### src/logic/fsrb_pkg.sv
// Purpose: constants and types for the framer status register bank
// Assumes: one framer, 8-bit host port, 8-bit address within the framer
// Notes: group 0 tester, group 1 link controller, group 2 alarm code

package fsrb_pkg;

  // ----------------------------------------------------------------
  // sizes
  // ----------------------------------------------------------------
  localparam int GROUPS = 3;
  localparam int SLOTS = 18;
  localparam int SLOT_W = 5;
  localparam int GRP_TESTER = 0;

  // ----------------------------------------------------------------
  // status triplets: live, latched, enable
  // ----------------------------------------------------------------
  localparam logic [GROUPS-1:0][7:0] LIVE_ADDR = {8'h61, 8'h54, 8'h38};
  localparam logic [GROUPS-1:0][7:0] LAT_ADDR = {8'h62, 8'h55, 8'h39};
  localparam logic [GROUPS-1:0][7:0] IE_ADDR = {8'h63, 8'h56, 8'h3a};
  localparam logic [GROUPS-1:0][7:0] LIVE_MASK = {8'h0f, 8'h0c, 8'h37};
  localparam logic [GROUPS-1:0][7:0] LAT_MASK = {8'h1f, 8'hff, 8'h3f};
  localparam logic [GROUPS-1:0][7:0] IE_MASK = {8'h1f, 8'hff, 8'h0f};
  localparam logic [GROUPS-1:0][7:0] RISE_MASK = {8'h1f, 8'hff, 8'h3f};
  localparam logic [GROUPS-1:0][7:0] FALL_MASK = {8'h00, 8'h00, 8'h01};
  localparam logic [7:0] SYNC_BIT_MASK = 8'h01;

  // ----------------------------------------------------------------
  // host-writable storage slots
  // ----------------------------------------------------------------
  localparam logic [SLOTS-1:0][7:0] SLOT_ADDR = {
    8'h66, 8'h65, 8'h64, 8'h60, 8'h5f, 8'h5e, 8'h51, 8'h50, 8'h3f,
    8'h3e, 8'h3d, 8'h3c, 8'h33, 8'h32, 8'h31, 8'h30, 8'h2b, 8'h2a};
  localparam logic [SLOTS-1:0][7:0] SLOT_MASK = {
    8'h3f, 8'h3f, 8'h3f, 8'h07, 8'h01, 8'hff, 8'h77, 8'hff, 8'hff,
    8'hff, 8'hff, 8'hff, 8'hff, 8'h0f, 8'h7f, 8'hff, 8'hff, 8'hff};

  // ----------------------------------------------------------------
  // datapath-owned locations, read-only except ADDR_TX_DATA, which is also a writable storage slot
  // ----------------------------------------------------------------
  localparam logic [7:0] ADDR_BIT_CNT0 = 8'h40;
  localparam logic [7:0] ADDR_BIT_CNT1 = 8'h41;
  localparam logic [7:0] ADDR_BIT_CNT2 = 8'h42;
  localparam logic [7:0] ADDR_BIT_CNT3 = 8'h43;
  localparam logic [7:0] ADDR_ERR_CNT0 = 8'h44;
  localparam logic [7:0] ADDR_ERR_CNT1 = 8'h45;
  localparam logic [7:0] ADDR_ERR_CNT2 = 8'h46;
  localparam logic [7:0] ADDR_FIFO_INFO = 8'h57;
  localparam logic [7:0] ADDR_RX_DATA = 8'h5c;
  localparam logic [7:0] ADDR_RX_TAG = 8'h5d;
  localparam logic [7:0] ADDR_TX_DATA = 8'h5e;
  localparam logic [7:0] FIFO_INFO_MASK = 8'h3f;
  localparam logic [7:0] RX_TAG_MASK = 8'h0f;
  localparam logic [7:0] UNMAPPED_READ = 8'h00;

  // ----------------------------------------------------------------
  // types
  // ----------------------------------------------------------------
  typedef logic [GROUPS-1:0][7:0] fsrb_grp_t;
  typedef logic [SLOTS-1:0][7:0] fsrb_rw_t;

  typedef struct packed {
    logic sel;
    logic wr;
    logic rd;
    logic [7:0] addr;
    logic [7:0] wdata;
  } fsrb_host_t;

  typedef struct packed {
    logic [31:0] bit_count;
    logic [23:0] err_count;
    logic [7:0] fifo_info;
    logic [7:0] rx_data;
    logic [7:0] rx_tag;
  } fsrb_dp_t;

  typedef struct packed {
    logic hit;
    logic [SLOT_W-1:0] slot;
  } fsrb_slot_t;

  typedef struct packed {
    fsrb_rw_t rw;
    fsrb_grp_t prev;
    fsrb_grp_t lat;
    fsrb_grp_t ie;
    logic armed;
    logic [7:0] rdata;
  } fsrb_state_t;

  localparam fsrb_state_t RESET_STATE = '0;

  // ----------------------------------------------------------------
  // address to storage slot
  // ----------------------------------------------------------------
  function automatic fsrb_slot_t fsrb_slot_of(input logic [7:0] addr);
    fsrb_slot_t r;
    r = '0;
    for (int i = 0; i < SLOTS; i++)
    begin
      if (SLOT_ADDR[i] == addr)
      begin
        r.hit = 1'b1;
        r.slot = SLOT_W'(i);
      end
    end
    return r;
  endfunction : fsrb_slot_of

endpackage : fsrb_pkg

### src/logic/fsrb_bank.sv
// Purpose: per-framer status, control and data register bank
// Assumes: host strobes are one-cycle, synchronous to clk
// Notes: read data appears on the cycle after the read strobe

`timescale 1ns/100ps

module fsrb_bank
(
  input wire logic clk,
  input wire logic rst,
  input fsrb_pkg::fsrb_host_t host,
  output logic [7:0] host_rdata,
  input fsrb_pkg::fsrb_grp_t mon,
  input fsrb_pkg::fsrb_dp_t dp,
  output fsrb_pkg::fsrb_rw_t ctl,
  output logic rx_pop,
  output logic tx_push,
  output logic int_n
);

  // ----------------------------------------------------------------
  // state
  // ----------------------------------------------------------------
  fsrb_pkg::fsrb_state_t q;
  fsrb_pkg::fsrb_state_t d;
  fsrb_pkg::fsrb_grp_t set_ev;
  fsrb_pkg::fsrb_grp_t clr_ev;
  fsrb_pkg::fsrb_slot_t wslot;
  logic wr_hit;
  logic rd_hit;
  logic irq_any;

  assign wr_hit = host.sel & host.wr;
  assign rd_hit = host.sel & host.rd;
  assign wslot = fsrb_pkg::fsrb_slot_of(host.addr);

  // ----------------------------------------------------------------
  // next state
  // ----------------------------------------------------------------
  always_comb
  begin
    d = q;
    set_ev = '0;
    clr_ev = '0;
    irq_any = 1'b0;
    d.armed = 1'b1;
    if (wr_hit && wslot.hit)
    begin
      d.rw[wslot.slot] = host.wdata & fsrb_pkg::SLOT_MASK[wslot.slot];
    end
    for (int g = 0; g < fsrb_pkg::GROUPS; g++)
    begin
      // edge detect; first cycle after reset only primes history
      if (q.armed)
      begin
        set_ev[g] = ((fsrb_pkg::RISE_MASK[g] & mon[g] & ~q.prev[g]) |
                     (fsrb_pkg::FALL_MASK[g] & ~mon[g] & q.prev[g])) &
                    fsrb_pkg::LAT_MASK[g];
      end
      if (wr_hit && host.addr == fsrb_pkg::LAT_ADDR[g])
      begin
        clr_ev[g] = host.wdata;
      end
      // set wins over a clear in the same cycle
      d.lat[g] = (q.lat[g] & ~clr_ev[g]) | set_ev[g];
      d.prev[g] = mon[g];
      if (wr_hit && host.addr == fsrb_pkg::IE_ADDR[g])
      begin
        d.ie[g] = host.wdata & fsrb_pkg::IE_MASK[g];
      end
      irq_any = irq_any | (|(q.lat[g] & q.ie[g]));
    end
    if (rd_hit)
    begin
      d.rdata = fsrb_pkg::UNMAPPED_READ;
      if (wslot.hit)
      begin
        d.rdata = q.rw[wslot.slot];
      end
      for (int g = 0; g < fsrb_pkg::GROUPS; g++)
      begin
        if (host.addr == fsrb_pkg::LIVE_ADDR[g])
        begin
          d.rdata = mon[g] & fsrb_pkg::LIVE_MASK[g];
        end
        if (host.addr == fsrb_pkg::LAT_ADDR[g])
        begin
          d.rdata = q.lat[g];
        end
        if (host.addr == fsrb_pkg::IE_ADDR[g])
        begin
          d.rdata = q.ie[g];
        end
      end
      unique case (host.addr)
        fsrb_pkg::ADDR_BIT_CNT0: d.rdata = dp.bit_count[7:0];
        fsrb_pkg::ADDR_BIT_CNT1: d.rdata = dp.bit_count[15:8];
        fsrb_pkg::ADDR_BIT_CNT2: d.rdata = dp.bit_count[23:16];
        fsrb_pkg::ADDR_BIT_CNT3: d.rdata = dp.bit_count[31:24];
        fsrb_pkg::ADDR_ERR_CNT0: d.rdata = dp.err_count[7:0];
        fsrb_pkg::ADDR_ERR_CNT1: d.rdata = dp.err_count[15:8];
        fsrb_pkg::ADDR_ERR_CNT2: d.rdata = dp.err_count[23:16];
        fsrb_pkg::ADDR_FIFO_INFO:
          d.rdata = dp.fifo_info & fsrb_pkg::FIFO_INFO_MASK;
        fsrb_pkg::ADDR_RX_DATA: d.rdata = dp.rx_data;
        fsrb_pkg::ADDR_RX_TAG:
          d.rdata = dp.rx_tag & fsrb_pkg::RX_TAG_MASK;
        default: ;
      endcase
    end
  end

  always_ff @(posedge clk)
  begin
    if (rst)
    begin
      q <= fsrb_pkg::RESET_STATE;
    end
    else
    begin
      q <= d;
    end
  end

  // ----------------------------------------------------------------
  // outputs
  // ----------------------------------------------------------------
  assign host_rdata = q.rdata;
  assign ctl = q.rw;
  assign int_n = ~irq_any;
  assign rx_pop = rd_hit && host.addr == fsrb_pkg::ADDR_RX_DATA;
  assign tx_push = wr_hit && host.addr == fsrb_pkg::ADDR_TX_DATA;

  generate
    for (genvar g = 0; g < fsrb_pkg::GROUPS; g++)
    begin : g_chk

    end
  endgenerate

  generate
    for (genvar g = 0; g < fsrb_pkg::GROUPS; g++)
    begin : g_host

    end
  endgenerate
endmodule : fsrb_bank

### config.mk
export PLATFORM = sky130hd
export DESIGN_NAME = fsrb_bank
export DESIGN_NICKNAME = d
export VERILOG_FILES = /design/src/logic/fsrb_pkg.sv /design/src/logic/fsrb_bank.sv
export SDC_FILE = /design/constraint.sdc
export NUM_CORES = 1
export LEC_CHECK = 0
export ABC_AREA = 1
export BUFFER_PORTS_ARGS = -buffer_cell sky130_fd_sc_hd__buf_2
export CORE_MARGIN = 5
export CORE_UTILIZATION = 54
export CTS_CLUSTER_DIAMETER = 120
export CTS_CLUSTER_SIZE = 10
export DETAILED_ROUTE_END_ITERATION = 8
export PLACE_DENSITY = 0.8
export SYNTH_ARGS = -nofsm -noshare
export SYNTH_HDL_FRONTEND = slang
export SYNTH_SLANG_ARGS = --single-unit
### constraint.sdc
create_clock -name clk -period 3.3 [get_ports clk]
set_input_delay 0.66 -clock clk [delete_from_list [all_inputs] [get_ports clk]]
set_output_delay 0.66 -clock clk [all_outputs]
set_load 0.03 [all_outputs]
Word-level counts from Yosys, hierarchy flattened

Memories as Yosys holds them, arrays and structs flattened.
Index checks and enable logic that the tools add are counted.

Flip-flop bits (word level): 213
Bits in read-only memories: 256
Bits of input ports: 125
Output and inout bits: 155
Logic and storage cells: 153
Memories kept: 1

Memory list:

| name             | words | width | rd ports | clocked after Yosys merged registers in | wr ports | RTL line        | RTL |
|---|---|---|---|---|---|---|---|
| (name not given) | 32    | 8     | 1        | 0                                       | 0        | fsrb_bank.sv:49 | `d.rw[wslot.slot] = host.wdata & fsrb_pkg::SLOT_MASK[wslot.slot];` |

Order comparisons: 2
Equality and inequality tests: 38
Multiplexer cells: 43
Bitwise gates (word level): 27
Reductions and logical operators: 13

Operators by type and width:

| cell                 | number |
|---|---|
| $bwmux W144          | 1 |
| $mux W8              | 18 |
| $eq A8 B7 Y1 const B | 17 |
| $mux W6              | 19 |
| $eq A6 B8 Y1 const A | 10 |
| $pmux W8 S10         | 1 |
| $eq A7 B8 Y1 const A | 8 |
| $and A8 B8 Y8        | 6 |
| $bmux W8 S5          | 1 |
| $demux W8 S5         | 1 |
| $not A8 Y8           | 4 |
| $eq A8 B6 Y1 const B | 3 |
| $reduce_or A8 Y1     | 3 |
| $logic_and A1 B1 Y1  | 10 |
| $mux W9              | 1 |
| $and A8 B4 Y8        | 1 |
| $and A8 B5 Y8        | 1 |
| $or A8 B5 Y8         | 1 |
| $or A8 B6 Y8         | 1 |
| $or A8 B8 Y8         | 1 |
| $and A1 B6 Y6        | 1 |
| $and A6 B6 Y6        | 1 |
| $lt A5 B6 Y1 const B | 1 |
| $not A6 Y6           | 1 |
| 8 further kinds      | 11 |

Longest topological paths before layout

Depth after elaboration: 34
Gate-level depth with buffers: 26
Depth with buffers taken out: 25

Least setup slack after synthesis

Ideal clock, no wire load.

Kind: in2reg
Start point: in host[15] (netlist bit)
End point: reg q (netlist bit ctl[139])
Setup time: 0.086 ns
Data arrival time: 3.032 ns
Required time: 3.214 ns
Setup slack: 0.182 ns
Cell stages on the path: 17
Buffers on the path: 3
Cell sequence: inv_1 -> nand2_1 -> nor2_4 -> inv_2 -> nor2_2 -> nor2_4 -> nand4_4 -> nor2_8 -> nand3_4 -> buf_4 -> buf_2 -> ha_1 -> or2_2 -> a31oi_4 -> buf_2 -> nor2_1 -> a211oi_1

Cells in the longest elaborated chain, start to end: 23
Elaborated cells on any way between the ends: 46
Those cells by class: 2 x order compare; 18 x eq/ne; 22 x mux; 1 x bitwise; 2 x reduce/logical; 1 x memory

RTL lines:

| item                                                                      | RTL line         | RTL |
|---|---|---|
| from (decl)                                                               | fsrb_bank.sv:11  | `input fsrb_pkg::fsrb_host_t host,` |
| $eq A6 B8 Y1                                                              | fsrb_pkg.sv:102  | `if (SLOT_ADDR[i] == addr)` |
| $mux W6 (16 in a row)                                                     | fsrb_pkg.sv:102  |  |
| $mux W6 (*)                                                               | fsrb_pkg.sv:102  |  |
| $lt A5 B6 Y1 (implied by the code) / $ge A5 B1 Y1 (equally long branches) | fsrb_bank.sv:49  |  |
| $logic_and A1 B1 Y1 (implied by the code)                                 | fsrb_bank.sv:49  |  |
| $mux W8 (implied by the code)                                             | fsrb_bank.sv:49  |  |
| $demux W8 S5                                                              | fsrb_bank.sv:49  |  |
| $bwmux W144                                                               | fsrb_bank.sv:49  |  |
| to (signal assigned)                                                      | fsrb_bank.sv:117 | `q <= fsrb_pkg::RESET_STATE;` |
| to (decl)                                                                 | fsrb_bank.sv:24  | `fsrb_pkg::fsrb_state_t q;` |

Every way passes the cells marked *; elsewhere a longest branch is shown, timed or not. The select of a mux whose other input is x is not followed.
A chain may end at the register's enable or synchronous reset.

Final worst setup path

Start point: in host[10] (netlist bit)
End point: reg q (netlist bit host_rdata[3])

Cells in the longest elaborated chain, start to end: 31
Elaborated cells on any way between the ends: 68
Those cells by class: 37 x eq/ne; 31 x mux

RTL lines:

| item                          | RTL line        | RTL |
|---|---|---|
| $eq A6 B8 Y1                  | fsrb_pkg.sv:102 |  |
| $mux W6 (17 in a row)         | fsrb_pkg.sv:102 |  |
| $bmux W8 S5                   | fsrb_bank.sv:78 | `d.rdata = q.rw[wslot.slot];` |
| $mux W8 (implied by the code) | fsrb_bank.sv:78 |  |
| $mux W8                       | fsrb_bank.sv:76 | `if (wslot.hit)` |
| $mux W8                       | fsrb_bank.sv:82 | `if (host.addr == fsrb_pkg::LIVE_ADDR[g])` |
| $mux W8                       | fsrb_bank.sv:86 | `if (host.addr == fsrb_pkg::LAT_ADDR[g])` |
| $mux W8                       | fsrb_bank.sv:90 | `if (host.addr == fsrb_pkg::IE_ADDR[g])` |
| $mux W8                       | fsrb_bank.sv:82 |  |
| $mux W8                       | fsrb_bank.sv:86 |  |
| $mux W8                       | fsrb_bank.sv:90 |  |
| $mux W8                       | fsrb_bank.sv:82 |  |
| $mux W8                       | fsrb_bank.sv:86 |  |
| $mux W8                       | fsrb_bank.sv:90 |  |
| $pmux W8 S10 (*)              | fsrb_bank.sv:95 | `unique case (host.addr)` |

Marked as above.

==> impl_metrics.tcl <==
set metrics [dict create \
    multi_input_area_mm2 0.005031 \
    cp.required_ns 3.67 \
    wl_um 37310 \
    crit_path_top_delay_cell "and3_1" \
    worstSetupPathType "input pin to register" \
    grt_max_degree 136 \
    cp-end-kind "register" \
    place_ws_ns -0.04775 \
    synth-edff-count 0 \
    start_util_pct 55.04 \
    antenna_found_initial 2 \
    leakagePower_uw 0.006068 \
    fmax_mhz 345.2 \
    setup_viol 0 \
    htree_levels 1 \
    die_y_um 156.8 \
    cts_tree "yes" \
    die_w_um 156.8 \
    synthFlopType "dfxtp_1" \
    critical_path.max_stage_delay_ns 0.31 \
    gp_congestion 0.9582 \
    grt_pass1_vias 10940 \
    drc 0 \
    dp_hpwl_um 27970 \
    drive_above_1_share_pct 23.50 \
    dieArea_mm2 0.02460 \
    fin_ws_ns 0.4027 \
    cp.arrival_ns 3.27 \
    seq_area_frac_synth_pct 36.63 \
    fin_tns_setup_ns 0 \
    power_density_mw_per_mm2 419.4 \
    yosys.area.top_type "dfxtp_1" \
    rsz0062_at_grt "no" \
    register_area_mm2 0.004264 \
    period_share_pct 87.80 \
    netlist_instances 1682 \
    numCtsBuffers 25 \
    crit_family "simple AND/OR/NAND/NOR gates" \
    switchingPower_uw 1366 \
    finClkSkew_ns 0.02210 \
    drt_iter0_drc 1119 \
    p_comb_share_pct 8.2 \
    clk_pin_slew_worst_paths_ns 0.06 \
    dpl_cell_area_mm2 0.01239 \
    wl_per_cell_um 17.86 \
    vias 11620 \
    switching_share_pct 24.96 \
    clockRootBuffer "clkbuf_16" \
    cts_buffer_depth 3 \
    fin_area_mm2 0.01305 \
    path_common_cell "nand2_1" \
    hold_path.class "input pin to register" \
    clkPwrFrac_pct 43.7 \
    cp_cell_sequence "buf_2 -> nand2_1 -> nor2_2 -> nand2_1 -> nand2_1 -> nor3_1 -> and3_1 -> inv_2 -> buf_12 -> a21oi_1 -> o21ai_0 -> nand3_1 -> nand3_1 -> nand2_1 -> nand2_1 -> nand2_1 -> nand4_1 -> nand2_1 -> nand4_1 -> nand2_1 -> a21oi_1" \
    avgSynthCellArea_um2 6.922 \
    peakVddDrop_v 0.0004259 \
    port_buffers 268 \
    tightest_slew_ns 0.8865 \
    hold_buffers 0 \
    cp-start-kind "input pin" \
    drt-pass1-iter-count 7 \
    maxCapViolations 0 \
    fin_nets 1942 \
    synth.net_count 1811 \
    fin_crit_ns 2.897 \
    coreArea_mm2 0.02115 \
    ys_async_sr_fraction_pct 0 \
    power_frac_seq_pct 48.1 \
    antenna_left 0 \
    status "completed" \
    grt_use_total_pct 28.71 \
    hold_viol 0 \
    fillers 1972 \
    synth_seq_cells 213 \
    synth_common_cells "268 x nand2_1, 213 x dfxtp_1, 190 x a21oi_1, 180 x inv_1, 160 x buf_4" \
    yosysUniqueCellTypes 44 \
    vias_per_cell 5.560 \
    synth.most_common_cell "nand2_1" \
    grt_first_pass_wirelength_um 56860 \
    grt_overflow 0 \
    slew_headroom_pct 40.84 \
    synth.area.top_cells "dfxtp_1 37%, buf_4 10%, nand2_1 8.6%" \
    cts_setup_buffers 0 \
    clock_sinks 213 \
    crit_buf_inv 3 \
    clock_latency_ns 0.54 \
    yosys.area.top_type_share_pct 36.63 \
    p_int_uw 4107 \
    rows 53 \
    drv_slew 0 \
    ys_warn_count 0 \
    ctsResizeCount 0 \
    critPathMaxFanout 21 \
    netlist_area_mm2 0.01164 \
    power.total_uw 5473 \
    area_growth_pct 12.10 \
    io_pins 280 \
]
flip-flops by register name, summed over array words and instances, names as in the netlist:
name / cells
host_rdata: 8
q: 61
ctl: 144
layer usage:
layer / routed length (um) / vias up / GRT usage, %
met5: 7 / - / 0
met4: 1334 / 2 / 10.33
met3: 3419 / 96 / 4.812
met2: 17840 / 583 / 48.79
met1: 14710 / 5299 / 36.78
li1: - / 5635 / -
path summary, 6_finish.rpt:
kind	from	end	slack [ns]	cells past startpoint
worst max register to register	ctl[11]	host_rdata[3]	1.56	12
worst min register to register	q[55]	q[55]	0.46	2
worst min-delay path	mon[13]	q[70]	0.35	3
worst max-delay path	host[10]	host_rdata[3]	0.40	21
power by group through the flow:
stage	combinational [uW]	clock [uW]	sequential [uW]
final	451	2390	2630
after global placement	436	0	2680
after CTS	443	2420	2630
after floorplan	258	0	2680
after global routing	491	2490	2630
after detailed placement	442	0	2680
cell usage in the layout, fill, tap and decap left out, drive strengths merged, types with 2 or more instances in the layout:
master | netlist | layout
buf | 194 | 338
nand2 | 274 | 274
dfxtp | 213 | 213
o21ai | 212 | 212
inv | 204 | 207
a21oi | 190 | 190
nor2 | 167 | 167
nand3 | 87 | 87
clkbuf | 40 | 25
nand4 | 24 | 24
o211ai | 16 | 16
a221oi | 11 | 11
nor3 | 10 | 10
a32o | 8 | 8
a211oi | 4 | 4
a22o | 4 | 4
ha | 4 | 4
o22ai | 3 | 3
and3 | 2 | 2
o2111ai | 2 | 2
a2111oi | 2 | 2
a41oi | 2 | 2
nor4 | 2 | 2
a31oi | 2 | 2
per-stage QoR:
| step | util (%) | instances | hold WS (ns) |
|---|---|---|---|
| after floorplan | - | 1682 | 0.4284 |
| after global placement | 58.59 | 2061 | 0.4349 |
| after detailed placement | 58.59 | 2061 | 0.4451 |
| after CTS | 61.68 | 2088 | 0.3476 |
| after global routing | 61.70 | 2089 | 0.3618 |
| final | 61.70 | 2089 | 0.3515 |
worst reg2reg max path, delay by kind of cell, from the launching register on:
family	cells	cell delay (ns)
flops	1	0.33
compound gates	3	0.32
simple gates	9	0.93
cell families (layout without fill, tap and decap cells):
group	after synthesis	in the layout	synth area share, %
adders and majority gates	4	4	0.4299
AOI/OAI and AO/OA	457	457	21.40
xor gates and xnor gates	1	1	0.07524
DFF	213	213	36.63
and+or+nand+nor	567	567	21.31
other	0	1	0
buffers and inverters	440	571	20.16
final cells by class:
class                      instances  area share (%)
antenna                            1         0.01917
inverter                         206           5.944
sequential                       213           32.67
tap                              275           2.636
clock buffer                      25           4.793
timing repair buffer             338           15.17
clock inverter                     2          0.2205
multi-input combinational       1029           38.55
No activity file was read; power rests on OpenSTA's default activity.
